===== src/acc_pkg.sv =====
/*
  acc_pkg: constants shared by the conversion controller and its software-side end.
  Assumes a single 100 MHz system clock and an active-low asynchronous reset.
*/
// Overview of operation
// - each new result overwrites the previous one
// - every finished conversion raises an interrupt request
// - first conversion 5129 cycles, plus 40 powerup
// - enable clears after first, stays zero
// - continuous mode: new result every 256 cycles
// - 11-bit result split high byte, low 7:5
// - software stops continuous by clearing select
// - interrupt only while converter powered
// - disabling keeps an already pending interrupt
// - software sets continuous select to start
// - software writes enable one to launch
// - all control fields written in one write
// - reference output only with internal reference
// - reference level: high bit elsewhere, low here
// - control register fields and zero reset
// - analog pins drop digital drivers
// - enable one restarts, enable zero ignored
// - reference code 00 ext, 01 1V, 10 2V
// - idle 160 cycles powers down, 40 up
// - single shot: one conversion, clear, stop
package acc_pkg;
  localparam int CLK_MHZ = 100;
  localparam int FIRST_CONV_CYC = 5129;
  localparam int NEXT_CONV_CYC = 256;
  localparam int POWERUP_CYC = 40;
  localparam int IDLE_PD_CYC = 160;
  localparam int CNT_W = 13;
  localparam int RES_W = 11;
  localparam int FIFO_DEPTH = 8;
  // control register 0 layout
  localparam int BIT_EN = 7;
  localparam int BIT_REFLO = 6;
  localparam int BIT_REFOUT = 5;
  localparam int BIT_CONTINUOUS_SELECT = 4;
  localparam int CH_HI = 3;
  localparam logic [7:0] CTRL_RST = 8'h00;
  localparam logic [1:0] REF_EXT = 2'h0;
  localparam logic [1:0] REF_1V0 = 2'h1;
  localparam logic [1:0] REF_2V0 = 2'h2;
  localparam logic REF_HI_RST = 1'h1;
  typedef enum logic [3:0] {
    ACC_IDLE = 4'h1,
    ACC_PWRUP = 4'h2,
    ACC_FIRST = 4'h4,
    ACC_CONTINUOUS_SELECT = 4'h8
  } acc_state_t;
endpackage


===== src/acc_if.sv =====
/*
  acc_if: carrier between the software-side end and the converter controller.
  Assumes both ends share one clock; the testbench joins them.
*/
`timescale 1ns/1ns
interface acc_if;
  logic ctrl_wr;
  logic [7:0] ctrl_wdata;
  logic ref_hi_wr;
  logic ref_hi_wdata;
  logic [7:0] ctrl_rdata;
  logic [7:0] res_hi;
  logic [7:0] res_lo;
  logic irq;
  logic irq_ack;
  modport dev (input ctrl_wr, ctrl_wdata, ref_hi_wr, ref_hi_wdata, irq_ack,
    output ctrl_rdata, res_hi, res_lo, irq);
  modport sw (output ctrl_wr, ctrl_wdata, ref_hi_wr, ref_hi_wdata, irq_ack,
    input ctrl_rdata, res_hi, res_lo, irq);
endinterface


===== src/acc_dev.sv =====
/*
  acc_dev: conversion controller, the converter's end of the link.
  Assumes the modulator/filter delivers a sample on I_SAMPLE at each completion,
  and software drives control writes through the acc_if sw modport.
*/
`timescale 1ns/1ns
module acc_dev (
  input wire logic I_CLK,
  input wire logic I_RST_B,
  acc_if.dev bus,
  input wire logic [10:0] I_SAMPLE,
  output logic O_PWR_ON,
  output logic O_REF_OUT_EN,
  output logic [1:0] O_REF_LEVEL,
  output logic [3:0] O_CHANNEL,
  output logic O_ANALOG_MODE,
  output logic O_DONE
);
  acc_pkg::acc_state_t state;
  logic [7:0] ctrl;
  logic ref_hi;
  logic [acc_pkg::CNT_W-1:0] cnt;
  logic [7:0] idle_cnt;
  logic powered;
  logic done;
  logic irq;
  logic f_valid;
  logic f_ready;
  logic [10:0] f_data;
  logic en_wr;
  logic continuous_select;

  assign en_wr = bus.ctrl_wr && bus.ctrl_wdata[acc_pkg::BIT_EN];
  assign continuous_select = ctrl[acc_pkg::BIT_CONTINUOUS_SELECT];

  // conversion sequencer
  always_ff @(posedge I_CLK or negedge I_RST_B)
  begin
    if (!I_RST_B)
    begin
      state <= acc_pkg::ACC_IDLE;
      cnt <= '0;
      done <= 1'b0;
    end
    else
    begin
      done <= 1'b0;
      if (en_wr)
      begin
        // a fresh enable restarts whatever is running
        // a restart caught mid power-up counts the whole power-up again
        state <= (powered && state != acc_pkg::ACC_PWRUP) ? acc_pkg::ACC_FIRST :
          acc_pkg::ACC_PWRUP;
        cnt <= '0;
      end
      else
      begin
        case (state)
          acc_pkg::ACC_PWRUP:
          begin
            if (cnt == acc_pkg::CNT_W'(acc_pkg::POWERUP_CYC - 1))
            begin
              state <= acc_pkg::ACC_FIRST;
              cnt <= '0;
            end
            else
            begin
              cnt <= cnt + 1'b1;
            end
          end
          acc_pkg::ACC_FIRST:
          begin
            if (cnt == acc_pkg::CNT_W'(acc_pkg::FIRST_CONV_CYC - 1))
            begin
              done <= 1'b1;
              cnt <= '0;
              state <= continuous_select ? acc_pkg::ACC_CONTINUOUS_SELECT : acc_pkg::ACC_IDLE;
            end
            else
            begin
              cnt <= cnt + 1'b1;
            end
          end
          acc_pkg::ACC_CONTINUOUS_SELECT:
          begin
            if (cnt == acc_pkg::CNT_W'(acc_pkg::NEXT_CONV_CYC - 1))
            begin
              // a cleared select ends the run when the one in flight is due, with no done for it
              done <= continuous_select;
              cnt <= '0;
              if (!continuous_select)
              begin
                state <= acc_pkg::ACC_IDLE;
              end
            end
            else
            begin
              cnt <= cnt + 1'b1;
            end
          end
          default:
          begin
            state <= acc_pkg::ACC_IDLE;
            cnt <= '0;
          end
        endcase
      end
    end
  end

  // control register; all fields taken in one write
  always_ff @(posedge I_CLK or negedge I_RST_B)
  begin
    if (!I_RST_B)
    begin
      ctrl <= acc_pkg::CTRL_RST;
    end
    else
    begin
      if (bus.ctrl_wr)
      begin
        // writing zero to enable has no effect on a running conversion
        ctrl <= {bus.ctrl_wdata[acc_pkg::BIT_EN] | ctrl[acc_pkg::BIT_EN],
          bus.ctrl_wdata[acc_pkg::BIT_EN-1:0]};
      end
      // done rises on the same edge as the state change, so it alone marks completion;
      // later completions of a run find the bit low already and keep it there
      if (done)
      begin
        ctrl[acc_pkg::BIT_EN] <= 1'b0;
      end
      if (en_wr)
      begin
        ctrl[acc_pkg::BIT_EN] <= 1'b1;
      end
    end
  end

  // high bit of the reference pair lives in the second register
  always_ff @(posedge I_CLK or negedge I_RST_B)
  begin
    if (!I_RST_B)
    begin
      ref_hi <= acc_pkg::REF_HI_RST;
    end
    else if (bus.ref_hi_wr)
    begin
      ref_hi <= bus.ref_hi_wdata;
    end
  end

  // automatic powerdown after a long idle stretch
  always_ff @(posedge I_CLK or negedge I_RST_B)
  begin
    if (!I_RST_B)
    begin
      idle_cnt <= '0;
      powered <= 1'b0;
    end
    else if (state != acc_pkg::ACC_IDLE || en_wr)
    begin
      idle_cnt <= '0;
      powered <= (state != acc_pkg::ACC_PWRUP) || powered || 
        (cnt == acc_pkg::CNT_W'(acc_pkg::POWERUP_CYC - 1));
    end
    else if (idle_cnt == 8'(acc_pkg::IDLE_PD_CYC - 1))
    begin
      powered <= 1'b0;
    end
    else
    begin
      idle_cnt <= idle_cnt + 1'b1;
    end
  end

  // results queue so a slow reader does not stall sampling
  acc_fifo #(.WIDTH(acc_pkg::RES_W), .DEPTH(acc_pkg::FIFO_DEPTH)) u_fifo (
    .I_CLK(I_CLK),
    .I_RST_B(I_RST_B),
    .i_in_valid(done),
    .o_in_ready(),
    .i_in_data(I_SAMPLE),
    .o_out_valid(f_valid),
    .i_out_ready(f_ready),
    .o_out_data(f_data)
  );
  assign f_ready = 1'b1;

  // newest result overwrites the data bytes
  always_ff @(posedge I_CLK or negedge I_RST_B)
  begin
    if (!I_RST_B)
    begin
      bus.res_hi <= 8'h00;
      bus.res_lo <= 8'h00;
    end
    else if (f_valid)
    begin
      bus.res_hi <= f_data[10:3];
      bus.res_lo <= {f_data[2:0], 5'h00};
    end
  end

  // interrupt: set wins over ack, only while powered, kept when disabled
  always_ff @(posedge I_CLK or negedge I_RST_B)
  begin
    if (!I_RST_B)
    begin
      irq <= 1'b0;
    end
    else if (done && powered)
    begin
      irq <= 1'b1;
    end
    else if (bus.irq_ack)
    begin
      irq <= 1'b0; // disabling alone never clears it
    end
  end
  assign bus.irq = irq;
  assign bus.ctrl_rdata = ctrl;

  // outputs toward the analog side, all registered
  always_ff @(posedge I_CLK or negedge I_RST_B)
  begin
    if (!I_RST_B)
    begin
      O_PWR_ON <= 1'b0;
      O_REF_OUT_EN <= 1'b0;
      O_REF_LEVEL <= acc_pkg::REF_2V0;
      O_CHANNEL <= 4'h0;
      O_ANALOG_MODE <= 1'b0;
      O_DONE <= 1'b0;
    end
    else
    begin
      O_PWR_ON <= powered;
      O_REF_OUT_EN <= ctrl[acc_pkg::BIT_REFOUT];
      O_REF_LEVEL <= {ref_hi, ctrl[acc_pkg::BIT_REFLO]};
      O_CHANNEL <= ctrl[acc_pkg::CH_HI:0];
      O_ANALOG_MODE <= (state != acc_pkg::ACC_IDLE);
      O_DONE <= done;
    end
  end
endmodule


===== src/acc_fifo.sv =====
/*
  acc_fifo: small synchronous FIFO with valid/ready on both sides.
  Assumes one clock; DEPTH a power of two.
*/
`timescale 1ns/1ns
module acc_fifo #(
  parameter int WIDTH = 11,
  parameter int DEPTH = 8
) (
  input wire logic I_CLK,
  input wire logic I_RST_B,
  input wire logic i_in_valid,
  output logic o_in_ready,
  input wire logic [WIDTH-1:0] i_in_data,
  output logic o_out_valid,
  input wire logic i_out_ready,
  output logic [WIDTH-1:0] o_out_data
);
  localparam int AW = $clog2(DEPTH);
  logic [WIDTH-1:0] mem [DEPTH];
  logic [AW:0] wr_ptr;
  logic [AW:0] rd_ptr;
  logic push;
  logic pop;

  // full and empty come straight from the extra pointer bit
  assign o_in_ready = (wr_ptr[AW] == rd_ptr[AW]) || (wr_ptr[AW-1:0] != rd_ptr[AW-1:0]);
  assign o_out_valid = (wr_ptr != rd_ptr);
  assign o_out_data = mem[rd_ptr[AW-1:0]];
  assign push = i_in_valid && o_in_ready;
  assign pop = o_out_valid && i_out_ready;

  // storage has no reset, only pointers matter
  always_ff @(posedge I_CLK)
  begin
    if (push)
    begin
      mem[wr_ptr[AW-1:0]] <= i_in_data;
    end
  end

  // pointer update
  always_ff @(posedge I_CLK or negedge I_RST_B)
  begin
    if (!I_RST_B)
    begin
      wr_ptr <= '0;
      rd_ptr <= '0;
    end
    else
    begin
      if (push)
      begin
        wr_ptr <= wr_ptr + 1'b1;
      end
      if (pop)
      begin
        rd_ptr <= rd_ptr + 1'b1;
      end
    end
  end
endmodule


===== src/flat_wrapper.sv =====
// flat-port wrapper written by rule: the top's interface ports become plain ports
module acc_dev_flat 
  (I_CLK, I_RST_B, I_SAMPLE, O_PWR_ON, O_REF_OUT_EN, O_REF_LEVEL, O_CHANNEL, O_ANALOG_MODE, O_DONE, bus_ctrl_wr, bus_ctrl_wdata, bus_ref_hi_wr, bus_ref_hi_wdata, bus_irq_ack, bus_ctrl_rdata, bus_res_hi, bus_res_lo, bus_irq);
  acc_if bus_i ();
  input wire logic I_CLK;
  input wire logic I_RST_B;
  input wire logic [10:0] I_SAMPLE;
  output logic O_PWR_ON;
  output logic O_REF_OUT_EN;
  output logic [1:0] O_REF_LEVEL;
  output logic [3:0] O_CHANNEL;
  output logic O_ANALOG_MODE;
  output logic O_DONE;
  input wire logic [$bits(bus_i.ctrl_wr)-1:0] bus_ctrl_wr;
  input wire logic [$bits(bus_i.ctrl_wdata)-1:0] bus_ctrl_wdata;
  input wire logic [$bits(bus_i.ref_hi_wr)-1:0] bus_ref_hi_wr;
  input wire logic [$bits(bus_i.ref_hi_wdata)-1:0] bus_ref_hi_wdata;
  input wire logic [$bits(bus_i.irq_ack)-1:0] bus_irq_ack;
  output wire logic [$bits(bus_i.ctrl_rdata)-1:0] bus_ctrl_rdata;
  output wire logic [$bits(bus_i.res_hi)-1:0] bus_res_hi;
  output wire logic [$bits(bus_i.res_lo)-1:0] bus_res_lo;
  output wire logic [$bits(bus_i.irq)-1:0] bus_irq;
  assign bus_i.ctrl_wr = bus_ctrl_wr;
  assign bus_i.ctrl_wdata = bus_ctrl_wdata;
  assign bus_i.ref_hi_wr = bus_ref_hi_wr;
  assign bus_i.ref_hi_wdata = bus_ref_hi_wdata;
  assign bus_i.irq_ack = bus_irq_ack;
  assign bus_ctrl_rdata = bus_i.ctrl_rdata;
  assign bus_res_hi = bus_i.res_hi;
  assign bus_res_lo = bus_i.res_lo;
  assign bus_irq = bus_i.irq;
  acc_dev u_core (.I_CLK(I_CLK), .I_RST_B(I_RST_B), .bus(bus_i), .I_SAMPLE(I_SAMPLE), .O_PWR_ON(O_PWR_ON), .O_REF_OUT_EN(O_REF_OUT_EN), .O_REF_LEVEL(O_REF_LEVEL), .O_CHANNEL(O_CHANNEL), .O_ANALOG_MODE(O_ANALOG_MODE), .O_DONE(O_DONE));
endmodule

===== config.mk =====
export PLATFORM = sky130hd
export DESIGN_NAME = acc_dev_flat
export DESIGN_NICKNAME = d
export VERILOG_FILES = /design/src/acc_pkg.sv /design/src/acc_if.sv /design/src/acc_dev.sv /design/src/acc_fifo.sv /design/src/flat_wrapper.sv
export SDC_FILE = /design/constraint.sdc
export NUM_CORES = 1
export LEC_CHECK = 0
export ABC_AREA = 1
export BUFFER_PORTS_ARGS = -buffer_cell sky130_fd_sc_hd__buf_2
export CORE_MARGIN = 2
export CORE_UTILIZATION = 63
export CTS_CLUSTER_SIZE = 28
export DETAILED_ROUTE_END_ITERATION = 10
export GPL_TIMING_DRIVEN = 0
export HOLD_SLACK_MARGIN = 0.02
export PLACE_DENSITY = 0.8
export SYNTH_ARGS = -nofsm -noshare
export SYNTH_HDL_FRONTEND = slang
export SYNTH_SLANG_ARGS = --single-unit

===== constraint.sdc =====
create_clock -name I_CLK -period 3.25 [get_ports I_CLK]
set_input_delay 0.8125 -clock I_CLK [delete_from_list [all_inputs] [get_ports I_CLK]]
set_output_delay 0.8125 -clock I_CLK [all_outputs]
set_load 0.1 [all_outputs]

==> impl_results.md, run 1 <==
* TritonCTS clock tree: yes
* Slew Viols, Final at 0
* Cell variety after synth at 31
* DP Area at slightly below 7000 um^2
* Setup CP Type: reg2reg
* Final Hold Viols at 0
* DR vias/cell at 5.81
* Power after layout at 4480 uW
* Cell taking the most area after synthesis: edfxtp_1
* Antenna violations before repair at 0
* IO Pins at 60
* Syn. warnings at 0
* Leak at 0.00320 uW
* Syn_area_per_cell at 10.9 um^2
* Number of synthesized flops with an enable pin at a little under 90
* Total GRT Usage at 27.1%
* First-pass GRT wire length at 22.8 mm
* CTS clock-pin slew for the worst setup and hold paths at about 0.06 ns
* Layout cell share with drive strength beyond 1 at 17.6%
* CTS H-tree depth at 4
* Largest net degree at the start of global routing at 67
* Post-synthesis sequential area ratio at between 60% and 70%
* Synth top area share at between 40% and 50%
* Crit-path max FO at 11
* Nets at around 700
* Iteration-0 DRC Markers at 405
* Clk Latency, worst-skew pair at 0.53 ns
* Status: finished clean
* Max-Slew Margin vs Limit at 18.6%
* Worst slew pin tran at 1.22 ns
* Cell area after synthesis at 6410 um^2
* Min-delay worst type: in2async
* Max-cap check violation count at 0
* ANT nets after route at 0
* Die outline area at 11000 um^2
* Fin crit period at 2.55 ns
* Diode count at 0
* Post-CTS resize count at 0
* Wire per inst at 17.4 um
* Vias in the first global route at 4709
* Synth area leaders: edfxtp_1 41%, dfrtp_1 25%, nor2_1 6.4%
* Post-CTS Setup Bufs at 0
* Max Clk Rate at between 300 and 400 MHz
* Row cnt at 36
* CP required at 3.39 ns
* Post-Synthesis Cells at about 590
* Worst setup EP type: register
* # fillers at around 640
* First-pass iteration count of the detailed router at 5
* GPL Wtd Cong at 0.914
* Sequential cell area at roughly 4300 um^2
* Final Cell Area at 7480 um^2
* # setup viols final at 0
* Core ar. at 9820 um^2
* Port Buffers at 53
* Ratio of final minimum period to clock period at around four fifths
* DP HPWL at roughly 9.1 mm
* Worst-case reg-to-reg path depth at 6
* Worst setup SP type: register
* Ys async rst share at 42.9%
* Clock skew after layout at 0.00961 ns
* Critical Path AT at 2.69 ns
* Multi-input gate area at 1810 um^2
* Post-Layout Cell Count at roughly 810
* Area delta synth->final at 16.7%
* Root Buffer Master: clkbuf_8
* PwrDens at ~600 nW/um^2
* Detailed-route DRC error count at 0
* Vias at 4693
* Clock Sinks at 154
* Final WL at approximately 14 mm
* Post-placement cell count at 776
* Ys flop type: edfxtp_1
* Hold_buf cts at 0
* RSZ-0062 raised after global routing: no
* Die height at approximately 100 um
* TritonCTS buffer count at 17
* Overflow after GRT at 0
* Die span in x at 105 um
* Setup TNS at 0 ns
* CTS Buffer Depth at 2
* Flops & latches, synth at 154
* Initial Util at 65.3%
* Worst vdd ir at between 300 and 400 uV
## stage by stage
step / hold WS, ns / setup slack, ns / util (%)
after global placement: 0.356 / 0.781 / 69.8
after floorplan: 0.352 / 1.29 / -
after CTS: 0.370 / 0.653 / 76.1
after detailed placement: 0.361 / 0.662 / 69.8
after global routing: 0.377 / 0.505 / 76.1
final: 0.366 / 0.699 / 76.1
## cell usage in the layout (no fill, tap or decap), drive strengths merged
| master | instances |
|---|---|
| a21oi | 8 |
| a31oi | 2 |
| buf | 72 |
| bufinv | 5 |
| clkbuf | 31 |
| clkinv | 3 |
| conb | 5 |
| dfrtp | 63 |
| dfstp | 3 |
| edfxtp | 88 |
| ha | 5 |
| inv | 46 |
| mux2 | 7 |
| nand2 | 77 |
| nand3 | 42 |
| nand3b | 2 |
| nand4 | 4 |
| nor2 | 113 |
| nor3 | 3 |
| o211ai | 24 |
| o21a | 1 |
| o21ai | 57 |
| o21bai | 1 |
| o22ai | 1 |
| or2 | 1 |
| xor2 | 11 |
## logic make-up (layout without fill, tap and decap cells)
group,after synthesis,in the layout,synth area share (%)
adder cells (fa/ha/maj),5,5,0.976
AND/OR/NAND/NOR,242,242,15.9
buffers and inverters,72,157,4.86
flip-flops,154,154,67.1
AO/OA/AOI/OAI,94,94,8.41
multiplexers,7,7,1.23
other,1,5,0.0585
XOR/XNOR,11,11,1.50
## synth_stat cells, drive strengths merged (8+ instances only)
cell type and instances:
o21ai 57, nor2 113, buf 19, edfxtp 88, nand3 42, a21oi 8, nand2 77, inv 46
xor2 11, dfrtp 63, o211ai 24
## state kept, by name, summed over array words and instances (netlist names), 2 cells and up
register	count
u_core.cnt	13
u_core.u_fifo.mem	88
u_core.state	4
u_core.u_fifo.rd_ptr	4
u_core.u_fifo.wr_ptr	4
u_core.O_CHANNEL	4
u_core.bus.ctrl_rdata	8
u_core.O_REF_LEVEL	2
u_core.idle_cnt	8
u_core.bus.res_hi	8
u_core.bus.res_lo	3
## final cells by class
class | instances | area share [%]
Inverter | 46 | 2.31
Multi-Input combinational cell | 364 | 24.3
Buffer | 26 | 1.86
Sequential cell | 154 | 57.5
Clock inverter | 8 | 2.24
Timing Repair Buffer | 53 | 3.58
Clock buffer | 24 | 6.03
Tap cell | 133 | 2.23
## final timing paths
| path | from | to | slack, ns |
|---|---|---|---|
| worst min-delay path | I_RST_B | u_core.idle_cnt[3]$_DFFE_PN0P_ | 0.37 |
| worst max-delay path | u_core.u_fifo.wr_ptr[1]$_DFFE_PN0P_ | u_core.u_fifo.mem[0][10]$_DFFE_PP_ | 0.70 |
| max in group asynchronous | I_RST_B | u_core.bus.res_lo[5]$_DFFE_PN0P_ | 2.36 |
| min in group I_CLK | u_core.ref_hi$_DFFE_PN1P_ | u_core.O_REF_LEVEL[1]$_DFF_PN1_ | 0.37 |
| worst max register to register | u_core.u_fifo.wr_ptr[1]$_DFFE_PN0P_ | u_core.u_fifo.mem[0][10]$_DFFE_PP_ | 0.70 |
| worst min register to register | u_core.ref_hi$_DFFE_PN1P_ | u_core.O_REF_LEVEL[1]$_DFF_PN1_ | 0.37 |
## layer usage
layer  vias to the layer above  wire [um]  track usage [%]
met4                         0        398             12.1
li1                       2143          -                -
met1                      2276       5640             35.9
met2                       238       6720             43.1
met5                         -          0                0
met3                        36       1310             6.55
## worst max-delay path, stage by stage (launching register included)
cell      delay, ns
dfrtp_1        0.46
xor2_1         0.23
nor2_2         0.10
nand3b_2       0.09
nand2_2        0.09
or2_4          0.27
nor2_1         0.92
## where the power goes
part | total [uW] | switching (uW) | internal (uW)
clock | 2070 | 726 | 1340
combinational | 293 | 244 | 48.5
sequential | 2120 | 16.6 | 2100
total | 4480 | 987 | 3490
No activity file was read; power rests on OpenSTA's default activity.
==> run 2: changes to the inputs <==
--- a/config.mk
+++ b/config.mk
@@ -8,12 +8,12 @@
 export ABC_AREA = 1
 export BUFFER_PORTS_ARGS = -buffer_cell sky130_fd_sc_hd__buf_2
 export CORE_MARGIN = 2
-export CORE_UTILIZATION = 63
+export CORE_UTILIZATION = 59
 export CTS_CLUSTER_SIZE = 28
 export DETAILED_ROUTE_END_ITERATION = 10
 export GPL_TIMING_DRIVEN = 0
 export HOLD_SLACK_MARGIN = 0.02
-export PLACE_DENSITY = 0.8
+export PLACE_DENSITY = 0.75
 export SYNTH_ARGS = -nofsm -noshare
 export SYNTH_HDL_FRONTEND = slang
 export SYNTH_SLANG_ARGS = --single-unit
==> constraint.sdc (replaced) <==
create_clock -name I_CLK -period 2.6 [get_ports I_CLK]
set_input_delay 0.65 -clock I_CLK [delete_from_list [all_inputs] [get_ports I_CLK]]
set_output_delay 0.65 -clock I_CLK [all_outputs]
set_load 0.1 [all_outputs]
==> run 2 against run 1 <==
Compared with the run above:
- register-to-register slack worse by 0.52 ns
- highest routed layer unchanged
- sequential share of layout area increased by 0.24 points
- clock skew down 0.0016 ns
- wire length rose by 2.1%
==> impl_results.md, run 2 (synthesis gave the netlist of run 1 again) <==
* Row cnt at 38
* Crit-path max FO at 11
* # setup viols final at 0
* Internal power at 4160 uW
* Post-placement cell count at 783
* Overflow after GRT at 0
* Die height at 108 um
* Die outline area at 11700 um^2
* Clk Latency, worst-skew pair at around 0.53 ns
* Antenna violations before repair at 0
* Max reg flops at 88
* Leak at 0.00317 uW
* DP HPWL at 9.29 mm
* ANT nets after route at 0
* Nets at ~690
* Worst setup SP type: register
* First-pass GRT wire length at 22.5 mm
* Max-cap check violation count at 0
* Worst-case reg-to-reg path depth at 5
* Slew Viols, Final at 0
* RSZ-0062 raised after global routing: no
* Fin crit period at 2.42 ns
* CP required at 2.75 ns
* Vias in the first global route at 4454
* Ratio of final minimum period to clock period at 93.2%
* IO Pins at 60
* Diode count at 0
* First-pass iteration count of the detailed router at 5
* PwrDens at 722 nW/um^2
* Clock skew after layout at 0.00798 ns
* Total GRT Usage at about a quarter
* Sw frac at 22.6%
* Status: finished clean
* Iteration-0 DRC Markers at approximately 400
* Setup CP Type: reg2reg
* TritonCTS clock tree: yes
* Clock Sinks at 154
* Core ar. at 10700 um^2
* Clock network fraction of total power at 43.9%
* # fillers at a little under 800
* Most frequent cells in the layout: 104 x nor2_1, 88 x edfxtp_1, 73 x nand2_1
* Layout cell share with drive strength beyond 1 at 18.2%
* Area delta synth->final at 16.2%
* Worst setup EP type: register
* Initial Util at 59.9%
* Critical Path AT at around 2.6 ns
* DR vias/cell at about 5.6
* Worst slew pin tran at 1.29 ns
* GPL Wtd Cong at 0.910
* Flop-to-flop setup slack at between 0.15 and 0.2 ns
* Root Buffer Master: clkbuf_8
* NetSw at around 1200 uW
* Post-Layout Cell Count at 815
* Setup TNS at 0 ns
* RR Endpoint: u_core.u_fifo.mem[4][7]$_DFFE_PP_
* Max-Slew Margin vs Limit at 13.5%
* Final Hold Viols at 0
* Largest net degree at the start of global routing at 67
* Combinational share of power at 6.8%
* RR Startpoint: u_core.u_fifo.rd_ptr[2]$_DFFE_PN0P_
* Max Clk Rate at approximately 410 MHz
* TritonCTS buffer count at 17
* Commonest non-fill, non-tap cell in the layout: nor2_1
* Wire per inst at 17.6 um
* Worst vdd ir at 511 uV
* CTS clock-pin slew for the worst setup and hold paths at around 0.060 ns
* Seq pwr share at between 40% and 50%
* Detailed-route DRC error count at 0
* Min-delay worst type: in2async
* Final WL at 14.4 mm
* Vias at 4596
* Die span in x at roughly 110 um
* CTS Buffer Depth at 2
* Port Buffers at 53
* CTS H-tree depth at 4
[run 2: cell count changes in the layout (fill, tap and decap cells not counted), moves of 3 or more]
cell,change
clkbuf_1,+3
bufinv_16,-3
nor2_2,+6
nor2_1,-6
clkbuf_8,+3
[run 2: power groups by stage]
stage | registers, uW | clock network (uW) | logic (uW)
after floorplan | 2880 | 0 | 91.2
after global placement | 2690 | 0 | 362
after detailed placement | 2700 | 0 | 368
after CTS | 2650 | 2380 | 369
after global routing | 2650 | 2480 | 388
final | 2650 | 2360 | 368
[run 2: worst max-delay path, cell delays in order (launching register included)]
cell and delay (ns):
dfrtp_1 0.48, xor2_1 0.22, nand3b_2 0.16, nand2_2 0.09, or2_4 0.28, nor2_1 0.82
[run 2: timing repair]
action | in CTS | in global routing
hold endpoints to repair | 0 | 0
endpoints found under the setup margin | 0 | 64
hold buffers | 0 | 0
buffers inserted | 0 | 0
resized for setup | 0 | 6
[run 2: area by class of cell]
type,instances,area [um^2],share of cell area (%)
Clock buffer,30,503,6.76
Multi-Input combinational cell,364,1830,24.6
Buffer,26,139,1.87
Tap cell,140,175,2.35
Inverter,46,173,2.32
Sequential cell,154,4300,57.7
Clock inverter,2,60.1,0.807
Timing Repair Buffer,53,268,3.60
[run 2: stage by stage]
step	utilization (%)	hold slack, ns	cell area [um^2]	setup WS (ns)	total power (uW)
after global routing	69.6	0.276	7440	0.0387	5520
after CTS	69.5	0.229	7430	0.0269	5400
final	69.6	0.209	7440	0.177	5380
after global placement	64.2	0.355	6860	0.0947	3060
after floorplan	-	0.352	6420	0.644	2970
after detailed placement	64.2	0.363	6870	0.0349	3060
[run 2: metal layers]
| metal | part of all wire (%) | vias up | wire [um] | track usage [%] |
|---|---|---|---|---|
| met1 | 41 | 2229 | 5940 | 35.8 |
| met5 | 0 | - | 0 | 0 |
| met2 | 49 | 203 | 7070 | 42.5 |
| li1 | - | 2139 | - | - |
| met3 | 7.4 | 25 | 1070 | 5.67 |
| met4 | 2.0 | 0 | 284 | 9.89 |
[run 2: worst max-delay path by stage]
| stage | start | end | slack, ns | cells past startpoint |
|---|---|---|---|---|
| 2_1_floorplan | u_core.u_fifo.wr_ptr[0]$_DFFE_PN0P_ | u_core.u_fifo.mem[0][0]$_DFFE_PP_ | 0.64 | 6 |
| 3_3_place_gp | u_core.u_fifo.wr_ptr[0]$_DFFE_PN0P_ | u_core.u_fifo.mem[0][7]$_DFFE_PP_ | 0.09 | 6 |
| 3_5_place_dp | u_core.u_fifo.rd_ptr[2]$_DFFE_PN0P_ | u_core.u_fifo.mem[0][5]$_DFFE_PP_ | 0.03 | 5 |
| 4_1_cts | u_core.u_fifo.rd_ptr[2]$_DFFE_PN0P_ | u_core.u_fifo.mem[0][7]$_DFFE_PP_ | 0.03 | 5 |
| 5_1_grt | u_core.u_fifo.rd_ptr[2]$_DFFE_PN0P_ | u_core.u_fifo.mem[4][7]$_DFFE_PP_ | 0.04 | 5 |
| 6_report | u_core.u_fifo.rd_ptr[2]$_DFFE_PN0P_ | u_core.u_fifo.mem[4][7]$_DFFE_PP_ | 0.18 | 5 |
